`config.mk`:
```
export PLATFORM = sky130hd
export DESIGN_NAME = async_receiver_address_detect_flat
export DESIGN_NICKNAME = d
export VERILOG_FILES = /design/src/inc/addr_rx_pkg.sv /design/src/inc/serial_link_if.sv /design/src/hw/async_receiver_address_detect.sv /design/src/flat_wrapper.sv
export VERILOG_INCLUDE_DIRS = /design/src /design/src/inc
export SDC_FILE = /design/constraint.sdc
export NUM_CORES = 1
export LEC_CHECK = 0
export ABC_AREA = 1
export BUFFER_PORTS_ARGS = -buffer_cell sky130_fd_sc_hd__buf_2
export CORE_ASPECT_RATIO = 0.8
export CORE_MARGIN = 5
export CORE_UTILIZATION = 45
export CTS_CLUSTER_SIZE = 14
export DETAILED_ROUTE_END_ITERATION = 6
export PLACE_DENSITY = 0.62
export SLEW_MARGIN = 20
export SYNTH_ARGS = -nofsm -noshare
export SYNTH_HDL_FRONTEND = slang
export SYNTH_SLANG_ARGS = --single-unit
```
`constraint.sdc`:
```
create_clock -name clk_sys -period 3.1 [get_ports clk_sys]
set_clock_uncertainty 0.05 [all_clocks]
set_input_delay 0.155 -clock clk_sys [delete_from_list [all_inputs] [get_ports clk_sys]]
set_output_delay 0.155 -clock clk_sys [all_outputs]
set_load 0.03 [all_outputs]
```
`src/inc/addr_rx_defs.svh`:
```
/*
  Holds the constants shared by the address-detect receiver and the remote
  transmitter: register field positions, the transmit status reset value and timing counts.
  Assumes it is included by bare name from the design files.
*/
`ifndef ADDR_RX_DEFS_SVH
`define ADDR_RX_DEFS_SVH

// ----------------------------------------------------------------------
// Receive status register fields
// ----------------------------------------------------------------------
`define RXS_PORT_EN    7
`define RXS_NINE_SEL   6
`define RXS_SINGLE_EN  5
`define RXS_CONT_EN    4
`define RXS_ADDR_EN    3
`define RXS_FRAME_ERR  2
`define RXS_OVERRUN    1
`define RXS_NINTH      0

// ----------------------------------------------------------------------
// Transmit status register fields and reset value
// ----------------------------------------------------------------------
`define TXS_CLK_SRC    7
`define TXS_NINE_SEL   6
`define TXS_TX_EN      5
`define TXS_SYNC_MODE  4
`define TXS_BREAK_REQ  3
`define TXS_HIGH_SPEED 2
`define TXS_SHIFT_EMPTY 1
`define TXS_NINTH      0
`define TXS_RESET      8'h02

// ----------------------------------------------------------------------
// Timing
// ----------------------------------------------------------------------
`define OVERSAMPLE     5'h10
`define HALF_BIT       5'h08
`define LAST_TICK      4'hF
`define PRESCALE_SLOW  3'h4
`define PRESCALE_FAST  3'h1
`define FIFO_DEPTH     2'h2
`define BITS_EIGHT     4'h8
`define BITS_NINE      4'h9

`endif

```
`src/inc/addr_rx_pkg.sv`:
```
/*
  Holds the types shared by both ends of the serial link.
  Assumes the defs header supplies every numeric constant.
*/
package addr_rx_pkg;

  // Receiver sequence
  typedef enum logic [1:0] {
    RX_IDLE,
    RX_START,
    RX_DATA,
    RX_STOP
  } rx_state_type;

  // Transmitter sequence
  typedef enum logic [1:0] {
    TX_IDLE,
    TX_START,
    TX_DATA,
    TX_STOP
  } tx_state_type;

  // One stored character: framing error and nine data bits
  typedef struct packed {
    logic       frame_err;
    logic [8:0] data;
  } rx_entry_type;

endpackage

```
`src/inc/serial_link_if.sv`:
```
/*
  Holds the one-wire asynchronous link between the remote transmitter and
  the address-detect receiver.
  Assumes the line idles high and is driven by the remote end only.
*/
`timescale 1ns/1ps
interface serial_link_if;
  logic serial_line; // Idle high, start bit low

  // Receiving device samples the line
  modport device (input serial_line);
  // Remote transmitter drives the line
  modport remote (output serial_line);
endinterface // serial_link_if

```
`src/hw/async_receiver_address_detect.sv`:
```
/*
  Holds the asynchronous receiver with nine-bit address detection, its
  two-character FIFO, its receive status and the transmit status register.
  Assumes control bits come from software as plain levels and that the
  serial line arrives unsynchronised.
*/
`timescale 1ns/1ps
`include "addr_rx_defs.svh"
// Overview of operation
// - Filter enable turns on address detection
// - Nine-bit filter keeps only ninth-bit-set characters
// - Software clears filter before next stop bit
// - Software sets filter again at message end
// - Pending flag on FIFO load, interrupt if enabled
// - Clearing continuous receive clears overrun
// - Software programs baud, enables, then receive
// - Filtered characters always read ninth bit one
// - Software reads status before data
// - Clock source master/slave only in synchronous
// - Transmit width nine or eight bits
// - Transmit enable; receive enables win in synchronous
// - Link mode selects synchronous or asynchronous
// - Break request sent, hardware clears on completion
// - Baud speed select only in asynchronous
// - Shift empty status reads one, resets one
// - Transmit ninth bit holds ninth sent bit
// - Two-entry FIFO, third character overruns, stalls
// - Nine-bit receive shows top ninth bit
// - Filter off accepts all; ignored eight-bit
// - Line sampled sixteen times per bit
module async_receiver_address_detect (
  input wire logic clk_sys,
  input wire logic rst_n,
  serial_link_if.device link,
  input wire logic serial_port_enable,
  input wire logic receive_nine_bit_select,
  input wire logic single_receive_enable,
  input wire logic continuous_receive_enable,
  input wire logic address_match_filter_enable,
  input wire logic receive_interrupt_enable,
  input wire logic wide_divisor_select,
  input wire logic [7:0] baud_divisor_high,
  input wire logic [7:0] baud_divisor_low,
  input wire logic receive_data_read,
  input wire logic tx_status_write,
  input wire logic [7:0] tx_status_wdata,
  input wire logic tx_shift_full,
  input wire logic tx_break_done,
  output logic [7:0] receive_status_register,
  output logic [7:0] receive_data_register,
  output logic receive_pending_flag,
  output logic receive_interrupt,
  output logic receive_idle,
  output logic [7:0] transmit_status_register,
  output logic tx_nine_bit,
  output logic tx_enable_active,
  output logic tx_clock_master,
  output logic tx_break_pending
);

  // ----------------------------------------------------------------------
  // Declarations
  // ----------------------------------------------------------------------
  logic line_meta_q, line_q; // Two-stage line synchroniser
  logic [15:0] div_cnt_q; // Baud divisor counter
  logic [2:0] pre_cnt_q; // Prescaler below the divisor
  logic tick_q; // Sixteen-times-bit-rate strobe
  logic [2:0] maj_q; // Last three line samples
  addr_rx_pkg::rx_state_type state_q; // Receive sequence
  logic [3:0] tick_cnt_q; // Ticks within a bit
  logic [3:0] bit_cnt_q; // Data bits received
  logic [8:0] shift_q; // Receive shift register
  addr_rx_pkg::rx_entry_type fifo_q [2]; // Character storage
  logic wr_ptr_q, rd_ptr_q; // FIFO pointers
  logic [1:0] count_q; // Characters held
  logic overrun_q; // Overrun latched
  logic [7:0] txs_q; // Transmit status storage
  logic rx_on; // Receiver running
  logic maj_bit; // Majority of three samples
  logic char_done; // Stop bit sampled this tick
  logic char_keep; // Character passes the filter
  logic push, pop; // FIFO moves
  logic [15:0] divisor; // Divisor in force
  logic [2:0] prescale; // Prescale in force
  addr_rx_pkg::rx_entry_type top; // Oldest unread entry

  // Receiver runs only when enabled and not stalled by overrun
  assign rx_on = serial_port_enable && continuous_receive_enable &&
                 !overrun_q;
  assign maj_bit = (maj_q[0] & maj_q[1]) | (maj_q[1] & maj_q[2]) |
                   (maj_q[0] & maj_q[2]);
  assign char_done = tick_q && (state_q == addr_rx_pkg::RX_STOP) &&
                     (tick_cnt_q == `LAST_TICK);
  // Filter acts only in nine-bit mode
  assign char_keep = !(receive_nine_bit_select &&
                       address_match_filter_enable) || shift_q[8];
  assign push = char_done && char_keep && (count_q != `FIFO_DEPTH);
  assign pop = receive_data_read && (count_q != 2'h0);
  assign top = fifo_q[rd_ptr_q];
  // Eight-bit divisor unless wide divisor selected
  assign divisor = wide_divisor_select ?
                   {baud_divisor_high, baud_divisor_low} :
                   {8'h00, baud_divisor_low};
  // Speed bit only matters in asynchronous mode
  assign prescale = (txs_q[`TXS_HIGH_SPEED] && !txs_q[`TXS_SYNC_MODE]) ||
                    wide_divisor_select ? `PRESCALE_FAST : `PRESCALE_SLOW;

  // ----------------------------------------------------------------------
  // Line synchroniser
  // ----------------------------------------------------------------------
  // Two flops before any logic looks at the line
  always_ff @(posedge clk_sys) begin
    if (!rst_n) begin
      line_meta_q <= 1'b1;
      line_q <= 1'b1;
    end else begin
      line_meta_q <= link.serial_line;
      line_q <= line_meta_q;
    end
  end

  // ----------------------------------------------------------------------
  // Baud generator
  // ----------------------------------------------------------------------
  // Produces one tick per sixteenth of a bit
  always_ff @(posedge clk_sys) begin
    if (!rst_n || !serial_port_enable) begin
      div_cnt_q <= 16'h0000;
      pre_cnt_q <= 3'h0;
      tick_q <= 1'b0;
    end else begin
      tick_q <= 1'b0;
      if (pre_cnt_q + 3'h1 >= prescale) begin
        pre_cnt_q <= 3'h0;
        if (div_cnt_q >= divisor) begin
          div_cnt_q <= 16'h0000;
          tick_q <= 1'b1;
        end else begin
          div_cnt_q <= div_cnt_q + 16'h0001;
        end
      end else begin
        pre_cnt_q <= pre_cnt_q + 3'h1;
      end
    end
  end

  // ----------------------------------------------------------------------
  // Receive sequencer
  // ----------------------------------------------------------------------
  // Start check at half bit, majority sample at each bit centre
  always_ff @(posedge clk_sys) begin
    if (!rst_n || !rx_on) begin
      state_q <= addr_rx_pkg::RX_IDLE;
      tick_cnt_q <= 4'h0;
      bit_cnt_q <= 4'h0;
      shift_q <= 9'h000;
      maj_q <= 3'h7;
    end else if (tick_q) begin
      maj_q <= {maj_q[1:0], line_q};
      tick_cnt_q <= tick_cnt_q + 4'h1;
      case (state_q)
        addr_rx_pkg::RX_IDLE: begin
          tick_cnt_q <= 4'h0;
          // Low line at a tick starts a character
          if (!line_q) begin
            state_q <= addr_rx_pkg::RX_START;
          end
        end
        addr_rx_pkg::RX_START: begin
          if (tick_cnt_q == `HALF_BIT - 5'h01) begin
            tick_cnt_q <= 4'h0;
            bit_cnt_q <= 4'h0;
            shift_q <= 9'h000;
            // Start bit gone high: abort quietly
            if (line_q) begin
              state_q <= addr_rx_pkg::RX_IDLE;
            end else begin
              state_q <= addr_rx_pkg::RX_DATA;
            end
          end
        end
        addr_rx_pkg::RX_DATA: begin
          if (tick_cnt_q == `LAST_TICK) begin
            // Shift in LSB first; nine bits when selected
            if (receive_nine_bit_select) begin
              shift_q <= {maj_bit, shift_q[8:1]};
            end else begin
              shift_q <= {1'b0, maj_bit, shift_q[7:1]};
            end
            bit_cnt_q <= bit_cnt_q + 4'h1;
            if (bit_cnt_q + 4'h1 == (receive_nine_bit_select ?
                `BITS_NINE : `BITS_EIGHT)) begin
              state_q <= addr_rx_pkg::RX_STOP;
            end
          end
        end
        addr_rx_pkg::RX_STOP: begin
          // Stop bit sampled; filter state read here
          if (tick_cnt_q == `LAST_TICK) begin
            state_q <= addr_rx_pkg::RX_IDLE;
          end
        end
        default: state_q <= addr_rx_pkg::RX_IDLE;
      endcase
    end
  end

  // ----------------------------------------------------------------------
  // Receive FIFO
  // ----------------------------------------------------------------------
  // Two entries; port disable empties it
  always_ff @(posedge clk_sys) begin
    if (!rst_n || !serial_port_enable) begin
      wr_ptr_q <= 1'b0;
      rd_ptr_q <= 1'b0;
      count_q <= 2'h0;
      fifo_q[0] <= '0;
      fifo_q[1] <= '0;
    end else begin
      if (push) begin
        // Framing error kept per character
        fifo_q[wr_ptr_q] <= '{frame_err: !maj_bit, data: shift_q};
        wr_ptr_q <= !wr_ptr_q;
      end
      if (pop) begin
        rd_ptr_q <= !rd_ptr_q;
      end
      count_q <= count_q + {1'b0, push} - {1'b0, pop};
    end
  end

  // ----------------------------------------------------------------------
  // Overrun
  // ----------------------------------------------------------------------
  // Third kept character with full FIFO; cleared by receive disable
  always_ff @(posedge clk_sys) begin
    if (!rst_n || !serial_port_enable || !continuous_receive_enable) begin
      overrun_q <= 1'b0;
    end else if (char_done && char_keep && count_q == `FIFO_DEPTH) begin
      overrun_q <= 1'b1;
    end
  end

  // ----------------------------------------------------------------------
  // Transmit status register
  // ----------------------------------------------------------------------
  // Software write; hardware break clear wins over a write
  always_ff @(posedge clk_sys) begin
    if (!rst_n || !serial_port_enable) begin
      txs_q <= `TXS_RESET;
    end else begin
      if (tx_status_write) begin
        txs_q <= tx_status_wdata;
      end
      if (tx_break_done && !txs_q[`TXS_SYNC_MODE]) begin
        txs_q[`TXS_BREAK_REQ] <= 1'b0;
      end
      txs_q[`TXS_SHIFT_EMPTY] <= !tx_shift_full;
    end
  end

  // ----------------------------------------------------------------------
  // Registered outputs
  // ----------------------------------------------------------------------
  // Status views follow the storage one cycle later
  always_ff @(posedge clk_sys) begin
    if (!rst_n) begin
      receive_status_register <= 8'h00;
      receive_data_register <= 8'h00;
      receive_pending_flag <= 1'b0;
      receive_interrupt <= 1'b0;
      receive_idle <= 1'b1;
      transmit_status_register <= `TXS_RESET;
      tx_nine_bit <= 1'b0;
      tx_enable_active <= 1'b0;
      tx_clock_master <= 1'b0;
      tx_break_pending <= 1'b0;
    end else begin
      receive_status_register <= {serial_port_enable,
        receive_nine_bit_select, single_receive_enable,
        continuous_receive_enable, address_match_filter_enable,
        (count_q != 2'h0) && top.frame_err, overrun_q,
        (count_q != 2'h0) && top.data[8]};
      receive_data_register <= top.data[7:0];
      // Pending while enabled with an unread character
      receive_pending_flag <= serial_port_enable && (count_q != 2'h0);
      receive_interrupt <= serial_port_enable && (count_q != 2'h0) &&
                           receive_interrupt_enable;
      receive_idle <= (state_q == addr_rx_pkg::RX_IDLE);
      transmit_status_register <= txs_q;
      tx_nine_bit <= txs_q[`TXS_NINE_SEL];
      // Receive enables override transmit in synchronous
      tx_enable_active <= serial_port_enable && txs_q[`TXS_TX_EN] &&
        !(txs_q[`TXS_SYNC_MODE] &&
          (single_receive_enable || continuous_receive_enable));
      tx_clock_master <= txs_q[`TXS_SYNC_MODE] &&
                         txs_q[`TXS_CLK_SRC];
      tx_break_pending <= txs_q[`TXS_BREAK_REQ] &&
                          !txs_q[`TXS_SYNC_MODE];
    end
  end

endmodule // async_receiver_address_detect

```
`src/flat_wrapper.sv`:
```
// flat-port wrapper written by rule: the top's interface ports become plain ports
module async_receiver_address_detect_flat 
  (clk_sys, rst_n, serial_port_enable, receive_nine_bit_select, single_receive_enable, continuous_receive_enable, address_match_filter_enable, receive_interrupt_enable, wide_divisor_select, baud_divisor_high, baud_divisor_low, receive_data_read, tx_status_write, tx_status_wdata, tx_shift_full, tx_break_done, receive_status_register, receive_data_register, receive_pending_flag, receive_interrupt, receive_idle, transmit_status_register, tx_nine_bit, tx_enable_active, tx_clock_master, tx_break_pending, link_serial_line);
  serial_link_if link_i ();
  input wire logic clk_sys;
  input wire logic rst_n;
  input wire logic serial_port_enable;
  input wire logic receive_nine_bit_select;
  input wire logic single_receive_enable;
  input wire logic continuous_receive_enable;
  input wire logic address_match_filter_enable;
  input wire logic receive_interrupt_enable;
  input wire logic wide_divisor_select;
  input wire logic [7:0] baud_divisor_high;
  input wire logic [7:0] baud_divisor_low;
  input wire logic receive_data_read;
  input wire logic tx_status_write;
  input wire logic [7:0] tx_status_wdata;
  input wire logic tx_shift_full;
  input wire logic tx_break_done;
  output logic [7:0] receive_status_register;
  output logic [7:0] receive_data_register;
  output logic receive_pending_flag;
  output logic receive_interrupt;
  output logic receive_idle;
  output logic [7:0] transmit_status_register;
  output logic tx_nine_bit;
  output logic tx_enable_active;
  output logic tx_clock_master;
  output logic tx_break_pending;
  input wire logic [$bits(link_i.serial_line)-1:0] link_serial_line;
  assign link_i.serial_line = link_serial_line;
  async_receiver_address_detect u_core (.clk_sys(clk_sys), .rst_n(rst_n), .link(link_i), .serial_port_enable(serial_port_enable), .receive_nine_bit_select(receive_nine_bit_select), .single_receive_enable(single_receive_enable), .continuous_receive_enable(continuous_receive_enable), .address_match_filter_enable(address_match_filter_enable), .receive_interrupt_enable(receive_interrupt_enable), .wide_divisor_select(wide_divisor_select), .baud_divisor_high(baud_divisor_high), .baud_divisor_low(baud_divisor_low), .receive_data_read(receive_data_read), .tx_status_write(tx_status_write), .tx_status_wdata(tx_status_wdata), .tx_shift_full(tx_shift_full), .tx_break_done(tx_break_done), .receive_status_register(receive_status_register), .receive_data_register(receive_data_register), .receive_pending_flag(receive_pending_flag), .receive_interrupt(receive_interrupt), .receive_idle(receive_idle), .transmit_status_register(transmit_status_register), .tx_nine_bit(tx_nine_bit), .tx_enable_active(tx_enable_active), .tx_clock_master(tx_clock_master), .tx_break_pending(tx_break_pending));
endmodule
```
======== Yosys cells after proc, flatten, opt, wreduce, memory -nomap -nowiden ========
Memory sizes are Yosys's and may differ from the RTL's. A register that Yosys moved wholly into a read port is not among the register bits.
Index checks and enable logic that the tools add are counted.
operators by class
  muxes and demuxes ....................... 31
  equal/unequal tests ..................... 13
  bitwise gates (word level) .............. 6
  reductions and logical operators ........ 47
  add/subtract/negate cells ............... 6
  $lt $le $gt $ge ......................... 2
operator list
  cell                   number
  $mux 16                2
  $mux 9                 3
  $logic_and 1x1->1      20
  $pmux 9 s2             1
  $add 16x1->16 const B  1
  $ge 16x16->1           1
  $pmux 4 s2             2
  $logic_not 1->1        12
  $mux 2                 6
  $mux 4                 3
  $mux 1                 11
  $mux 10                1
  $reduce_or 10->1       1
  $add 4x1->4 const B    2
  $pmux 2 s4             1
  $eq 2x2->1 const B     3
  $logic_or 1x1->1       6
  $ne 2x1->1 const B     3
  $ne 2x2->1 const B     3
  $reduce_and 6->1       1
  $reduce_or 2->1        3
  $eq 4x3->1 const B     1
  $eq 4x4->1             1
  $eq 4x4->1 const B     1
  other kinds (12)       16
storage, ports and cells
  bits of input ports ..................... 38
  output and inout bits ................... 31
  register bits ........................... 88
  RAM bits ................................ 20
  word-level logic and storage cells ...... 133
  memories ................................ 1
memories
  name           depth  width  read ports  clocked after Yosys merged registers in  wr ports  RTL line                             RTL
  u_core.fifo_q  2      10     1           1                                        2         async_receiver_address_detect.sv:73  addr_rx_pkg::rx_entry_type fifo_q [2];

======== Logic depth before layout (Yosys ltp) ========
  depth in word-level cells ............... 10
  gate-level depth with buffers ........... 14
  gate-level depth less buffers ........... 13

======== Worst setup path before layout ========
No wires, ideal clock.
  kind .................................... reg2reg
  start point ............................. register u_core.pre_cnt_q[0]
  end point ............................... register u_core.div_cnt_q[12]
  cell stages (with the launch flop) ...... 14
  library setup time ...................... 0.112 ns
  clock period less this slack ............ 1.982 ns
  data arrival time ....................... 1.820 ns
  buffers on the path ..................... 0
  data required time ...................... 2.938 ns
  path slack .............................. 1.118 ns
  path through ............................ dfxtp_1 -> ha_1 -> inv_1 -> or2_2 -> nand2_1 -> ha_1 -> a21oi_1 -> nand3_2 -> nand3_1 -> inv_1 -> nand2_1 -> nand2_1 -> nand3_1 -> nor2_1
on the way
  cells in the longest elaborated chain, start to end .. 2
RTL lines
  item                      RTL line                              RTL
  start: declaration        async_receiver_address_detect.sv:66   logic [2:0] pre_cnt_q;
  start signal: assignment  async_receiver_address_detect.sv:142  pre_cnt_q <= pre_cnt_q + 3'h1;
  $add 3x1->3               async_receiver_address_detect.sv:133  if (pre_cnt_q + 3'h1 >= prescale) begin
  $ge 3x3->1                async_receiver_address_detect.sv:133
  end signal: assignment    async_receiver_address_detect.sv:139  div_cnt_q <= div_cnt_q + 16'h0001;
  end: declaration          async_receiver_address_detect.sv:65   logic [15:0] div_cnt_q;
No other way between the ends.
A chain may end at the register's enable or synchronous reset.

==> run summary <==
Final total power -> 0.00271 W
Sequential share of the synthesized area -> 49.5%
Worst slew pin tran -> 0.545 ns
Pin count of the biggest net entering global routing -> 27
P_leak -> 2.53 nW
Synth async-reset ratio -> 0%
Crit-path max FO -> 12
CTS tree -> yes
Die ar. -> 12,800 um2
Post-synth EDFFs -> 20
Area share of and/or/nand/nor cells after synthesis -> 22.5%
Hold Violations, Final -> 0
Hold WS -> 0.00533 ns
PwrDens -> 488 nW/um2
Most frequent cells in the layout -> nand2_1, dfxtp_1, nor2_1
First DRT Iteration DRCs -> 199
Syn Area/Cell -> 8.40 um2
Antenna diodes -> 0
CP Launch Type -> flip-flop
Placer Congestion -> 0.802
Via density -> 4.78
Critical path arrival -> 2.22 ns
Max Cap Violations -> 0
I/O Buffers -> 67
# resized after CTS -> 0
Vias in the first global route -> 3,541
Worst endpoint required time -> 3.05 ns
Clock slew at reported path FFs -> 0.07 ns
Synth Flop Type -> dfxtp_1
Crit end category -> flip-flop
Sum of negative setup slack -> 0 ns
Final Max Slew Viols -> 0
Layout area overhead -> 16.6%
First-pass GRT wire length -> 16,500 um
Die width -> 125 um
Remaining antenna violation count after routing -> 0
Post-CTS Setup Inserts -> 0
Max Freq -> 441 MHz
Die H -> 102 um
GRT Util Overall -> 15.7%
Final instance area -> 5560 um2
Share of layout cells above drive strength 1 -> 18.9%
DRC viols -> 0
# hold bufs at CTS -> 6
Mux share of post-synthesis cell area -> 0%
Nets@finish -> 706
Tcrit/Tclk final -> 73.2%
Critical path type -> flip-flop to flip-flop
Inserted Clock Buffers -> 9
Final number of setup-violating endpoints -> 0
Clock Tree Root -> clkbuf_16
Initial cell density of the core -> 46.2%
Post-synth cell types -> 42
Routed wire length -> 9610 um
Adder-Cell Fraction of Synth Area -> 7.34%
Final Critical Period -> 2.27 ns
Final HPWL DP -> 7030 um
Post-Syn Instances -> 568
Commonest non-fill, non-tap cell in the layout -> nand2_1
Compound-Gate Fraction of Synth Area -> 11.5%
Largest family of logic cells by synthesized area -> simple AND/OR/NAND/NOR gates
DR WL/cell -> 12.2 um
Core box area -> 10,300 um2
I/O pin count -> 69
Status -> complete, no violations
Mapped Nets -> 634
GRT overflow -> 0
Skew-Pair Late Insertion Delay -> 0.34 ns
Ys Warns -> 0
Rows -> 33
Slew headroom -> 63.7%
VDD IR max -> 0.260 mV
Syn Std Cell Area -> 4770 um2
Seq cells post-synth -> 108
Vias -> 3,752
Post-place instance area -> 5220 um2
Max Root-Sink Buffers -> 2
Worst hold-check path type -> input pin to flip-flop
CTS sink count -> 108
XOR/XNOR Fraction of Synth Area -> 0.918%
Antenna violations before repair -> 0
Htree depth -> 3
RSZ-0062 raised after global routing -> false
Initial DRT Pass Iterations -> 6
-- synthesized netlist by cell type, types with 2 or more instances --
library cell | number | area [um2]
o21a_1 | 2 | 15.0
buf_4 | 2 | 15.0
nor2_1 | 77 | 289
clkinv_1 | 2 | 7.51
inv_1 | 71 | 267
a211oi_1 | 8 | 60.1
xor2_1 | 3 | 26.3
or2_2 | 5 | 31.3
dfxtp_1 | 88 | 1760
nand2_1 | 93 | 349
inv_2 | 5 | 18.8
o211ai_1 | 2 | 15.0
nor2_2 | 9 | 56.3
a21oi_1 | 41 | 205
and3_1 | 2 | 12.5
o21ai_0 | 29 | 145
nand4_1 | 5 | 31.3
buf_2 | 4 | 20.0
nand3_2 | 4 | 40.0
nand3_1 | 27 | 135
xnor2_1 | 2 | 17.5
buf_6 | 3 | 33.8
clkbuf_1 | 7 | 26.3
nand2_2 | 3 | 18.8
nand3b_1 | 3 | 22.5
o21bai_1 | 3 | 22.5
nor2_4 | 2 | 22.5
ha_1 | 28 | 350
o21ai_2 | 2 | 17.5
edfxtp_1 | 20 | 601
and2_1 | 2 | 12.5
nor3_1 | 4 | 20.0
-- power breakdown --
| group | switching (W) | total (W) | internal [W] |
|---|---|---|---|
| registers | 0.0000105 | 0.00147 | 0.00146 |
| logic | 0.000105 | 0.000162 | 0.0000569 |
| clock network | 0.000508 | 0.00108 | 0.000575 |
| total | 0.000623 | 0.00271 | 0.00209 |
-- kinds of logic after synthesis --
| kind of cell | count (synthesis) |
|---|---|
| AND/OR/NAND/NOR | 238 |
| buffers and inverters | 95 |
| AO/OA/AOI/OAI | 94 |
| XOR/XNOR | 5 |
| flip-flops | 108 |
| adder cells (fa/ha/maj) | 28 |
-- through the flow --
| step | setup WS [ns] | utilization, % | instances |
|---|---|---|---|
| after floorplan | 1.12 | - | 568 |
| after global placement | 0.898 | 50.5 | 763 |
| after detailed placement | 0.823 | 50.5 | 763 |
| after CTS | 0.801 | 53.9 | 785 |
| after global routing | 0.599 | 53.9 | 785 |
| final | 0.832 | 53.9 | 785 |
-- worst max-delay path, cell delays in order, from the launching register on --
cell and delay [ns]:
dfxtp_1 0.43, ha_1 0.18, inv_1 0.05, a31oi_1 0.17, nand3_2 0.12, a21oi_4 0.18, inv_2 0.05, nor2_2 0.09
nand2_2 0.20, nand2_1 0.40
-- state kept, by name, indices dropped and copies added (netlist names), 2 cells and up, named ones only --
register and count:
u_core.shift_q 9, u_core.tick_cnt_q 4, u_core.transmit_status_register 8, u_core.fifo_q 20
u_core.receive_data_register 8, u_core.div_cnt_q 16, u_core.receive_status_register 8, u_core.bit_cnt_q 4
u_core.pre_cnt_q 3, u_core.count_q 2, u_core.txs_q 8, u_core.maj_q 3
-- area by class of cell --
type | instances | area (um2)
sequential | 108 | 2360
clock buffer | 11 | 240
inverter | 79 | 298
multi-input combinational | 365 | 2020
clock inverter | 5 | 45.0
fill | 995 | 4760
tap | 140 | 175
timing repair buffer | 77 | 425
-- final timing paths --
| check | start | endpoint | slack [ns] | cells after the start |
|---|---|---|---|---|
| setup / recovery | u_core.state_q[0] | u_core.fifo_q[0][0] | 0.83 | 9 |
| hold / removal | address_match_filter_enable | u_core.receive_status_register[3] | 0.005 | 3 |
| hold reg to reg | u_core.line_meta_q | u_core.line_q | 0.36 | 1 |
| setup reg to reg | u_core.state_q[0] | u_core.fifo_q[0][0] | 0.83 | 9 |
-- layer usage --
metal / global-route usage [%] / share of wire, % / vias up
met5: 0 / 0 / -
met4: 3.58 / 0.89 / 0
met3: 4.70 / 6.8 / 7
met2: 25.9 / 45 / 83
met1: 20.7 / 47 / 1670
li1: - / - / 1992
No activity file was read; power rests on OpenSTA's default activity.
